## config.mk

```make
export PLATFORM = sky130hd
export DESIGN_NAME = vss_detector
export DESIGN_NICKNAME = d
export VERILOG_FILES = /design/src/rtl/vss_pkg.sv /design/src/rtl/vss_detector.sv
export SDC_FILE = /design/constraint.sdc
export NUM_CORES = 2
export LEC_CHECK = 0
export BUFFER_PORTS_ARGS = -buffer_cell sky130_fd_sc_hd__buf_2
export CORE_ASPECT_RATIO = 2
export CORE_MARGIN = 3
export CORE_UTILIZATION = 65
export CTS_BUF_LIST = sky130_fd_sc_hd__clkbuf_4
export DETAILED_ROUTE_END_ITERATION = 16
export GPL_TIMING_DRIVEN = 0
export PLACE_DENSITY = 0.82
export SLEW_MARGIN = 20
export SYNTH_ARGS = -nofsm -noshare
export SYNTH_HDL_FRONTEND = slang
export SYNTH_SLANG_ARGS = --single-unit
```

## constraint.sdc

```tcl
create_clock -name I_CLK -period 16.3 [get_ports I_CLK]
set_input_delay 0.815 -clock I_CLK [delete_from_list [all_inputs] [get_ports I_CLK]]
set_output_delay 0.815 -clock I_CLK [all_outputs]
set_load 0.005 [all_outputs]
```

## src/rtl/vss_pkg.sv

```systemverilog
// Purpose: Shared constants and carrier types for the sag and swell detector.
// Assumes: Magnitudes and samples arrive as unsigned volts and signed counts.
// Notes:   Percent figures are whole percent of the nominal voltage.
package vss_pkg;

    localparam int MAG_W  = 16;
    localparam int SMP_W  = 16;
    localparam int ADDR_W = 8;
    localparam int DATA_W = 32;
    localparam int IDX_W  = 12;
    localparam int PROD_W = 26;

    ////////////////////////////////////////////////////////////////////////////////////////
    // Register byte offsets.
    localparam logic [ADDR_W-1:0] OFS_NOM    = 8'h00;
    localparam logic [ADDR_W-1:0] OFS_SWELL  = 8'h04;
    localparam logic [ADDR_W-1:0] OFS_SAG    = 8'h08;
    localparam logic [ADDR_W-1:0] OFS_CHANGE = 8'h0c;
    localparam logic [ADDR_W-1:0] OFS_HYST   = 8'h10;
    localparam logic [ADDR_W-1:0] OFS_RANK   = 8'h14;
    localparam logic [ADDR_W-1:0] OFS_CUTOFF = 8'h18;
    localparam logic [ADDR_W-1:0] OFS_TRN    = 8'h1c;
    localparam logic [ADDR_W-1:0] OFS_STATUS = 8'h20;
    localparam logic [ADDR_W-1:0] OFS_MASK   = 8'h24;
    localparam logic [ADDR_W-1:0] OFS_STATE  = 8'h28;
    localparam logic [ADDR_W-1:0] OFS_MAG    = 8'h2c;
    localparam logic [ADDR_W-1:0] OFS_DUR    = 8'h30;

    ////////////////////////////////////////////////////////////////////////////////////////
    // Reset values.
    localparam logic [MAG_W-1:0] RST_NOM    = 16'h0000;
    localparam logic [7:0]       RST_SWELL  = 8'h6e;
    localparam logic [7:0]       RST_SAG    = 8'h5a;
    localparam logic [7:0]       RST_CHANGE = 8'h0a;
    localparam logic [7:0]       RST_HYST   = 8'h02;
    localparam logic [7:0]       RST_RANK   = 8'h00;
    localparam logic [7:0]       RST_CUTOFF = 8'h00;
    localparam logic [7:0]       RST_TRN    = 8'h7d;
    localparam logic [4:0]       RST_MASK   = 5'h00;
    localparam logic [7:0]       PCT_FULL   = 8'h64;

    ////////////////////////////////////////////////////////////////////////////////////////
    // Status bit positions.
    localparam int EV_SAG   = 0;
    localparam int EV_SWELL = 1;
    localparam int EV_RPT   = 2;
    localparam int EV_TRN   = 3;
    localparam int EV_LOG   = 4;
    localparam int EV_N     = 5;

    ////////////////////////////////////////////////////////////////////////////////////////
    // Capture geometry.
    localparam int SAG_SPC = 32;
    localparam int SAG_CYC = 54;
    localparam int TRN_SPC = 512;
    localparam int TRN_CYC = 4;

    typedef enum logic [1:0] {ST_IDLE, ST_SAG, ST_SWELL} vss_state_t;

    typedef struct packed {
        logic             valid;
        logic [MAG_W-1:0] value;
    } vss_mag_t;

    typedef struct packed {
        logic                    valid;
        logic signed [SMP_W-1:0] sample;
    } vss_wav_t;

    typedef struct packed {
        logic             valid;
        logic             sag;
        logic             sub;
        logic [7:0]       rank;
        logic [MAG_W-1:0] mag;
        logic [31:0]      dur;
    } vss_rpt_t;

    typedef struct packed {
        logic             valid;
        logic [IDX_W-1:0] index;
        logic [SMP_W-1:0] data;
    } vss_cap_t;

endpackage : vss_pkg

```

## src/rtl/vss_detector.sv

```systemverilog
// Purpose: Sag and swell detector with sub-disturbances, event log gate and captures.
// Assumes: One magnitude per I_MAG.valid, waveform samples at 512 per mains cycle.
// Notes:   Registers sit on a plain strobe port; read data follows one cycle later.
//
// How it works
// - Swell when magnitude above swell limit.
// - Sag when magnitude below sag limit.
// - New sub-disturbance on change of step.
// - Zero nominal voltage disables all detection.
// - Sag ends at sag limit plus hysteresis.
// - Events carry programmable rank, zero default.
// - Log only when rank exceeds cutoff.
// - Rank zero suppresses all log entries.
// - Report magnitude and duration per disturbance.
// - Sag capture: 32 samples, 54 cycles.
// - Transient capture: 512 samples, 4 cycles.
// - Transient threshold is 100 plus deviation.
`timescale 1ns/10ps
module vss_detector
#(
    parameter int SAG_SPC_P = vss_pkg::SAG_SPC,
    parameter int SAG_CYC_P = vss_pkg::SAG_CYC,
    parameter int TRN_SPC_P = vss_pkg::TRN_SPC,
    parameter int TRN_CYC_P = vss_pkg::TRN_CYC
)
(
    input  wire logic                        I_CLK,
    input  wire logic                        I_RST_B,
    input  wire logic [vss_pkg::ADDR_W-1:0]  I_ADDR,
    input  wire logic [vss_pkg::DATA_W-1:0]  I_WDATA,
    input  wire logic                        I_WR,
    input  wire logic                        I_RD,
    output logic      [vss_pkg::DATA_W-1:0]  O_RDATA,
    input  wire vss_pkg::vss_mag_t           I_MAG,
    input  wire vss_pkg::vss_wav_t           I_WAV,
    output vss_pkg::vss_rpt_t                O_RPT,
    output logic                             O_LOG_WR,
    output vss_pkg::vss_cap_t                O_SAG_CAP,
    output vss_pkg::vss_cap_t                O_TRN_CAP,
    output logic                             O_IRQ
);
    import vss_pkg::*;

    localparam int SAG_DEPTH = SAG_SPC_P * SAG_CYC_P;
    localparam int TRN_DEPTH = TRN_SPC_P * TRN_CYC_P;
    localparam int SAG_DIV   = TRN_SPC_P / SAG_SPC_P;
    localparam logic [IDX_W-1:0] SAG_LAST = IDX_W'(SAG_DEPTH - 1);
    localparam logic [IDX_W-1:0] TRN_LAST = IDX_W'(TRN_DEPTH - 1);
    localparam logic [IDX_W-1:0] DIV_LAST = IDX_W'(SAG_DIV - 1);

    logic [MAG_W-1:0] nom_volts;
    logic [7:0]       swell_lim;
    logic [7:0]       sag_lim;
    logic [7:0]       change_step;
    logic [7:0]       hyst;
    logic [7:0]       event_rank;
    logic [7:0]       cutoff;
    logic [7:0]       trn_thr;
    logic [EV_N-1:0]  status;
    logic [EV_N-1:0]  mask;
    logic [EV_N-1:0]  ev_set;
    vss_state_t       state;
    logic [MAG_W-1:0] ref_mag;
    logic [MAG_W-1:0] ext_mag;
    logic [31:0]      dur;
    logic             sag_start;
    logic             swell_start;
    logic             trn_evt;
    logic             sag_busy;
    logic             trn_busy;
    logic [IDX_W-1:0] sag_idx;
    logic [IDX_W-1:0] sag_phase;
    logic [IDX_W-1:0] trn_idx;

    ////////////////////////////////////////////////////////////////////////////////////////
    // Percent comparisons, all scaled by the nominal voltage to avoid a divider.
    logic             pq_on;
    logic [PROD_W-1:0] m_pct;
    logic [PROD_W-1:0] sag_on_th;
    logic [PROD_W-1:0] sag_off_th;
    logic [PROD_W-1:0] swell_on_th;
    logic [PROD_W-1:0] swell_off_th;
    logic [PROD_W-1:0] step_th;
    logic [PROD_W-1:0] diff_pct;
    logic [PROD_W-1:0] trn_pct;
    logic [PROD_W-1:0] trn_th;
    logic [MAG_W-1:0]  diff;
    logic [SMP_W-1:0]  wav_abs;
    logic [8:0]        sag_end_pct;
    logic [7:0]        swell_end_pct;
    logic              is_sag;
    logic              is_swell;
    logic              sag_over;
    logic              swell_over;
    logic              step_hit;
    logic              trn_hit;

    assign pq_on         = (nom_volts != '0);
    assign sag_end_pct   = {1'b0, sag_lim} + {1'b0, hyst};
    assign swell_end_pct = (swell_lim > hyst) ? swell_lim - hyst : 8'h00;
    assign m_pct         = PROD_W'(I_MAG.value) * PROD_W'(PCT_FULL);
    assign sag_on_th     = PROD_W'(sag_lim) * PROD_W'(nom_volts);
    assign sag_off_th    = PROD_W'(sag_end_pct) * PROD_W'(nom_volts);
    assign swell_on_th   = PROD_W'(swell_lim) * PROD_W'(nom_volts);
    assign swell_off_th  = PROD_W'(swell_end_pct) * PROD_W'(nom_volts);
    assign step_th       = PROD_W'(change_step) * PROD_W'(nom_volts);
    assign diff          = (I_MAG.value >= ref_mag) ? I_MAG.value - ref_mag
                                                    : ref_mag - I_MAG.value;
    assign diff_pct      = PROD_W'(diff) * PROD_W'(PCT_FULL);
    assign wav_abs       = I_WAV.sample[SMP_W-1] ? SMP_W'(-I_WAV.sample)
                                                 : SMP_W'(I_WAV.sample);
    assign trn_pct       = PROD_W'(wav_abs) * PROD_W'(PCT_FULL);
    assign trn_th        = PROD_W'(trn_thr) * PROD_W'(nom_volts);

    assign is_sag     = m_pct < sag_on_th;
    assign is_swell   = m_pct > swell_on_th;
    assign sag_over   = m_pct >= sag_off_th;
    assign swell_over = m_pct <= swell_off_th;
    assign step_hit   = diff_pct >= step_th;
    assign trn_hit    = I_WAV.valid && pq_on && (trn_pct > trn_th);

    ////////////////////////////////////////////////////////////////////////////////////////
    // Configuration registers.
    always_ff @(posedge I_CLK or negedge I_RST_B)
    begin
        if (!I_RST_B)
        begin
            nom_volts   <= RST_NOM;
            swell_lim   <= RST_SWELL;
            sag_lim     <= RST_SAG;
            change_step <= RST_CHANGE;
            hyst        <= RST_HYST;
            event_rank  <= RST_RANK;
            cutoff      <= RST_CUTOFF;
            trn_thr     <= RST_TRN;
            mask        <= RST_MASK;
        end
        else if (I_WR)
        begin
            case (I_ADDR)
                OFS_NOM:    nom_volts   <= I_WDATA[MAG_W-1:0];
                OFS_SWELL:  swell_lim   <= I_WDATA[7:0];
                OFS_SAG:    sag_lim     <= I_WDATA[7:0];
                OFS_CHANGE: change_step <= I_WDATA[7:0];
                OFS_HYST:   hyst        <= I_WDATA[7:0];
                OFS_RANK:   event_rank  <= I_WDATA[7:0];
                OFS_CUTOFF: cutoff      <= I_WDATA[7:0];
                OFS_TRN:    trn_thr     <= I_WDATA[7:0];
                OFS_MASK:   mask        <= I_WDATA[EV_N-1:0];
                default:    ;
            endcase
        end
    end

    ////////////////////////////////////////////////////////////////////////////////////////
    // Sticky status, cleared by a read; a new event in the same cycle survives.
    assign ev_set = {O_LOG_WR, trn_evt, O_RPT.valid, swell_start, sag_start};

    always_ff @(posedge I_CLK or negedge I_RST_B)
    begin
        if (!I_RST_B)
        begin
            status <= '0;
        end
        else if (I_RD && (I_ADDR == OFS_STATUS))
        begin
            status <= ev_set;
        end
        else
        begin
            status <= status | ev_set;
        end
    end

    assign O_IRQ = |(status & mask);

    ////////////////////////////////////////////////////////////////////////////////////////
    // Read data, one cycle after the strobe; unmapped offsets read as zero.
    always_ff @(posedge I_CLK or negedge I_RST_B)
    begin
        if (!I_RST_B)
        begin
            O_RDATA <= '0;
        end
        else if (I_RD)
        begin
            case (I_ADDR)
                OFS_NOM:    O_RDATA <= DATA_W'(nom_volts);
                OFS_SWELL:  O_RDATA <= DATA_W'(swell_lim);
                OFS_SAG:    O_RDATA <= DATA_W'(sag_lim);
                OFS_CHANGE: O_RDATA <= DATA_W'(change_step);
                OFS_HYST:   O_RDATA <= DATA_W'(hyst);
                OFS_RANK:   O_RDATA <= DATA_W'(event_rank);
                OFS_CUTOFF: O_RDATA <= DATA_W'(cutoff);
                OFS_TRN:    O_RDATA <= DATA_W'(trn_thr);
                OFS_STATUS: O_RDATA <= DATA_W'(status);
                OFS_MASK:   O_RDATA <= DATA_W'(mask);
                OFS_STATE:  O_RDATA <= DATA_W'({trn_busy, sag_busy, state});
                OFS_MAG:    O_RDATA <= DATA_W'(O_RPT.mag);
                OFS_DUR:    O_RDATA <= O_RPT.dur;
                default:    O_RDATA <= '0;
            endcase
        end
        else
        begin
            O_RDATA <= '0;
        end
    end

    ////////////////////////////////////////////////////////////////////////////////////////
    // Disturbance tracker, reports and log gate.
    always_ff @(posedge I_CLK or negedge I_RST_B)
    begin
        if (!I_RST_B)
        begin
            state       <= ST_IDLE;
            ref_mag     <= '0;
            ext_mag     <= '0;
            dur         <= '0;
            sag_start   <= 1'b0;
            swell_start <= 1'b0;
            O_RPT       <= '0;
            O_LOG_WR    <= 1'b0;
        end
        else
        begin
            sag_start   <= 1'b0;
            swell_start <= 1'b0;
            O_RPT.valid <= 1'b0;
            O_LOG_WR    <= 1'b0;
            if (!pq_on)
            begin
                state <= ST_IDLE;
            end
            else if (I_MAG.valid)
            begin
                case (state)
                    ST_IDLE:
                    begin
                        ref_mag <= I_MAG.value;
                        ext_mag <= I_MAG.value;
                        dur     <= 32'h00000001;
                        if (is_sag)
                        begin
                            state     <= ST_SAG;
                            sag_start <= 1'b1;
                        end
                        else if (is_swell)
                        begin
                            state       <= ST_SWELL;
                            swell_start <= 1'b1;
                        end
                    end
                    ST_SAG, ST_SWELL:
                    begin
                        if ((state == ST_SAG) ? sag_over : swell_over)
                        begin
                            state <= ST_IDLE;
                        end
                        if (((state == ST_SAG) ? sag_over : swell_over) || step_hit)
                        begin
                            O_RPT.valid <= 1'b1;
                            O_RPT.sag   <= (state == ST_SAG);
                            O_RPT.sub   <= !((state == ST_SAG) ? sag_over : swell_over);
                            O_RPT.rank  <= event_rank;
                            O_RPT.mag   <= ext_mag;
                            O_RPT.dur   <= dur;
                            O_LOG_WR    <= (event_rank != 8'h00)
                                           && (event_rank > cutoff);
                            ref_mag     <= I_MAG.value;
                            ext_mag     <= I_MAG.value;
                            dur         <= 32'h00000001;
                        end
                        else
                        begin
                            dur <= dur + 32'h00000001;
                            if ((state == ST_SAG) ? (I_MAG.value < ext_mag)
                                                  : (I_MAG.value > ext_mag))
                            begin
                                ext_mag <= I_MAG.value;
                            end
                        end
                    end
                    default:
                    begin
                        state <= ST_IDLE;
                    end
                endcase
            end
        end
    end

    ////////////////////////////////////////////////////////////////////////////////////////
    // Sag capture: every 16th waveform sample, SAG_DEPTH samples per sag.
    always_ff @(posedge I_CLK or negedge I_RST_B)
    begin
        if (!I_RST_B)
        begin
            sag_busy  <= 1'b0;
            sag_idx   <= '0;
            sag_phase <= '0;
            O_SAG_CAP <= '0;
        end
        else
        begin
            O_SAG_CAP.valid <= 1'b0;
            if (!sag_busy)
            begin
                sag_busy  <= sag_start;
                sag_idx   <= '0;
                sag_phase <= '0;
            end
            else if (I_WAV.valid)
            begin
                sag_phase <= (sag_phase == DIV_LAST) ? '0 : sag_phase + 1'b1;
                if (sag_phase == '0)
                begin
                    O_SAG_CAP.valid <= 1'b1;
                    O_SAG_CAP.index <= sag_idx;
                    O_SAG_CAP.data  <= I_WAV.sample;
                    sag_idx         <= sag_idx + 1'b1;
                    sag_busy        <= (sag_idx != SAG_LAST);
                end
            end
        end
    end

    ////////////////////////////////////////////////////////////////////////////////////////
    // Transient capture: every waveform sample, TRN_DEPTH samples per trigger.
    always_ff @(posedge I_CLK or negedge I_RST_B)
    begin
        if (!I_RST_B)
        begin
            trn_busy  <= 1'b0;
            trn_idx   <= '0;
            trn_evt   <= 1'b0;
            O_TRN_CAP <= '0;
        end
        else
        begin
            O_TRN_CAP.valid <= 1'b0;
            trn_evt         <= trn_hit && !trn_busy;
            if (trn_hit || trn_busy)
            begin
                if (I_WAV.valid)
                begin
                    O_TRN_CAP.valid <= 1'b1;
                    O_TRN_CAP.index <= trn_busy ? trn_idx : '0;
                    O_TRN_CAP.data  <= I_WAV.sample;
                    trn_idx         <= trn_busy ? trn_idx + 1'b1 : IDX_W'(1);
                    trn_busy        <= !trn_busy || (trn_idx != TRN_LAST);
                end
            end
        end
    end

endmodule : vss_detector

```

==> results.md <==
- Power Density: 177.5 nW/um^2
- Gr busiest metal: met2
- Drt drc: 0
- Worst path max stage delay: 1050 ps
- Worst path most repeated cell: fa_1
- CTS Buf Count: 76
- Root Buffer: clkbuf_4
- Final Routed Wirelength: roughly 160,000 um
- Initial DRC count: 2,362
- Max-slew violation count: 0
- Xor/xnor share of the synthesized area: 4.279%
- Post-CTS Setup Inserts: 0
- Met2 usage: 72.77%
- Met3 Use GR: between 8 and 9%
- Antenna viol nets, final: 0
- Post-synthesis mux area share: 5.146%
- Outcome: completed
- GP Congestion: ~1.1
- Fin worst setup slack: 1998 ps
- CTS tree: built
- Die H: 392.3 um
- Htree depth: 3
- Clock sinks: 339
- Crit. End Element: flop
- Critical path buffers and inverters: 11
- Pre-CTS WS: 2625 ps
- HP Class: input port to flop
- Critical path's slowest cell: nor3_1
- Slew at the pin closest to its max-slew limit: 1250 ps
- Synth Warn #: 0
- Clk buf depth: 3
- DRT Pass-1 Iters: 9
- Critical Path AT: 15,000 ps
- Pin count of the biggest net entering global routing: 103
- Net count after synthesis: 6,546
- DR WL/cell: 24.32 um
- GRT Residual Overflow: 0
- Critical Path RT: 16,990 ps
- Cell family with most CP delay: compound AO/OA/AOI/OAI gates
- Final Power: between 0.009 and 0.01 W
- Setup violators final: 0
- Crit Path Class: flop to flop
- Slew HR: 16.07%
- Leak: 26.93 nW
- Worst-path fanout max: 10
- Vias in the first global route: roughly 45,000
- Fillers: 5,785
- Simple-gate portion of the synthesized area: 15.85%
- Average size of a mapped cell: 9.180 sq um
- Post-synthesis compound-gate area fraction: 9.781%
- Final Cycle Share: 87.74%
- Sequential area share after synthesis: 17.53%
- Starting Density: between 60 and 70%
- Vias per cell: between 6 and 7
- Share of layout cells above drive strength 1: 10.59%
- Synth Flop Type: dfrtp_1
- Initial antenna violation count: 7
- Min cycle time layout: 14,300 ps
- First-pass GRT wire length: 243,400 um
- Post-synth EDFFs: 0
- All-Layer GR Usage: a little over two fifths
- Core area: ~74,000 sq um
- Startpoint Class: flop
- Max-cap violations: 0
- Netlist cell types: 78
- Met1 Track Usage GR: a little over a third
- TNS Setup: 0 ps
- Port Buffers: 210
- Final cell count without fillers: between 6,000 and 7,000
- Die Wd: approximately 200 um
- Clock Latency Late Sink: 950 ps
- Maximum vdd ir drop: 471.1 uV
- Mapped cell area: around 49,000 sq um
- Routed vias: between 40,000 and 50,000
- Placed Cells: 6,432
- Asr flop ratio synth: 100.0%
- Most frequent cells in the layout: inv_1, ha_1, nand2_1
- Most common cell after layout, fill and taps aside: inv_1
- Full die area: 78,140 sq um
- Layout area overhead: 6.985%
- FMAX: 69.92 MHz
- Top-level I/O count: 229
- Dpl hpwl: ~130,000 um
- Clock skew: 153.3 ps
- Unrepaired setup endpoints after global routing: false
- Hold Slack: 102.1 ps
- Clock slew at reported path FFs: 70 ps
- Synthesized flop and latch total: 339
- Fin. Hold Viols: 0
- Syn Inst Count: around 5,300
- Largest family of logic cells by synthesized area: adder cells
- Nets: 6,844
- Adder-cell share of the synthesized area: 39.14%
- Row count: approximately 140
==> logic make-up (layout without fill, tap and decap cells) <==
group | count (synthesis) | after routing
xor gates and xnor gates | 237 | 237
DFF | 339 | 339
buffers and inverters | 1043 | 1398
and+or+nand+nor | 1547 | 1547
adders and majority gates | 1184 | 1184
AOI/OAI and AO/OA | 711 | 711
other | 0 | 10
muxes | 223 | 223
==> report_power, final <==
part	switching, W	internal [W]
combinational	0.00427	0.00312
clock	0.000361	0.000320
sequential	0.000141	0.000995
==> synth_stat cells, drive strengths merged (38+ instances only) <==
cell,n,area (sq um)
nand4,41,256.5
buf,38,237.7
nand3,84,420.4
o21ai,131,655.6
fa,556,11130
clkbuf,171,641.9
xor2,99,867.1
ha,628,7858
dfrtp,321,8033
a21oi,178,898.4
nand2,581,2181
nor2,174,653.1
and2,416,2603
mux2i,42,420.4
a21o,93,698.2
xnor2,138,1209
mux2,181,2076
inv,834,3131
nand2b,41,256.5
nor3,58,290.3
==> worst reg2reg max path: cells and delay by family, from the launching register on <==
family                     cells  cell delay, ps
AOI/OAI and AO/OA             13            3780
xor gates and xnor gates       1             170
adders and majority gates      7            2990
buffers and inverters         11            3040
DFF                            1             550
muxes                          1             310
and+or+nand+nor                8            3330
==> per-stage QoR <==
step,cell area (sq um),util [%]
after floorplan,48510,-
after global placement,50720,68.62
after detailed placement,50910,68.87
after CTS,51860,70.16
after global routing,51890,70.20
final,51900,70.21
==> path summary, 6_finish.rpt <==
kind | from | end | slack [ps] | depth (start not counted)
hold reg to reg | swell_start | status[1] | 450 | 1
max in group asynchronous | I_RST_B | O_RPT[47] | 13910 | 5
setup / recovery | swell_lim[1] | O_RPT[39] | 2000 | 41
setup reg to reg | swell_lim[1] | O_RPT[39] | 2000 | 41
min in group asynchronous | I_RST_B | nom_volts[13] | 410 | 2
hold / removal | I_WDATA[14] | nom_volts[14] | 100 | 2
==> timing repair <==
item,in CTS,in global routing
hold endpoints to repair,47,0
hold buffers,1,0
gates resized for setup,0,0
==> sequential cells by signal (all words and copies together), names as in the netlist, 16 cells and up <==
name       count
O_SAG_CAP     29
ref_mag       16
O_TRN_CAP     29
O_RDATA       32
ext_mag       16
nom_volts     16
O_RPT         59
dur           32
==> routing by layer <==
metal  share of wire [%]  vias up
li1                    -    17901
met1                  29    20234
met2                  51     1889
met3                 6.4     1035
met4                  14        0
met5                   0        -
==> cell type report <==
class                      instances  area (sq um)  area share (%)
clock inverter                    21         91.34          0.1760
tap                              929          1162           2.240
inverter                         834          3131           6.032
sequential                       339          8506           16.39
buffer                           209         880.8           1.697
timing repair buffer             220          1199           2.310
antenna                           10         25.02         0.04822
clock buffer                     114         855.8           1.649
multi-input combinational       3902         36050           69.46
Note: power is estimated with default switching activity, not from simulation.
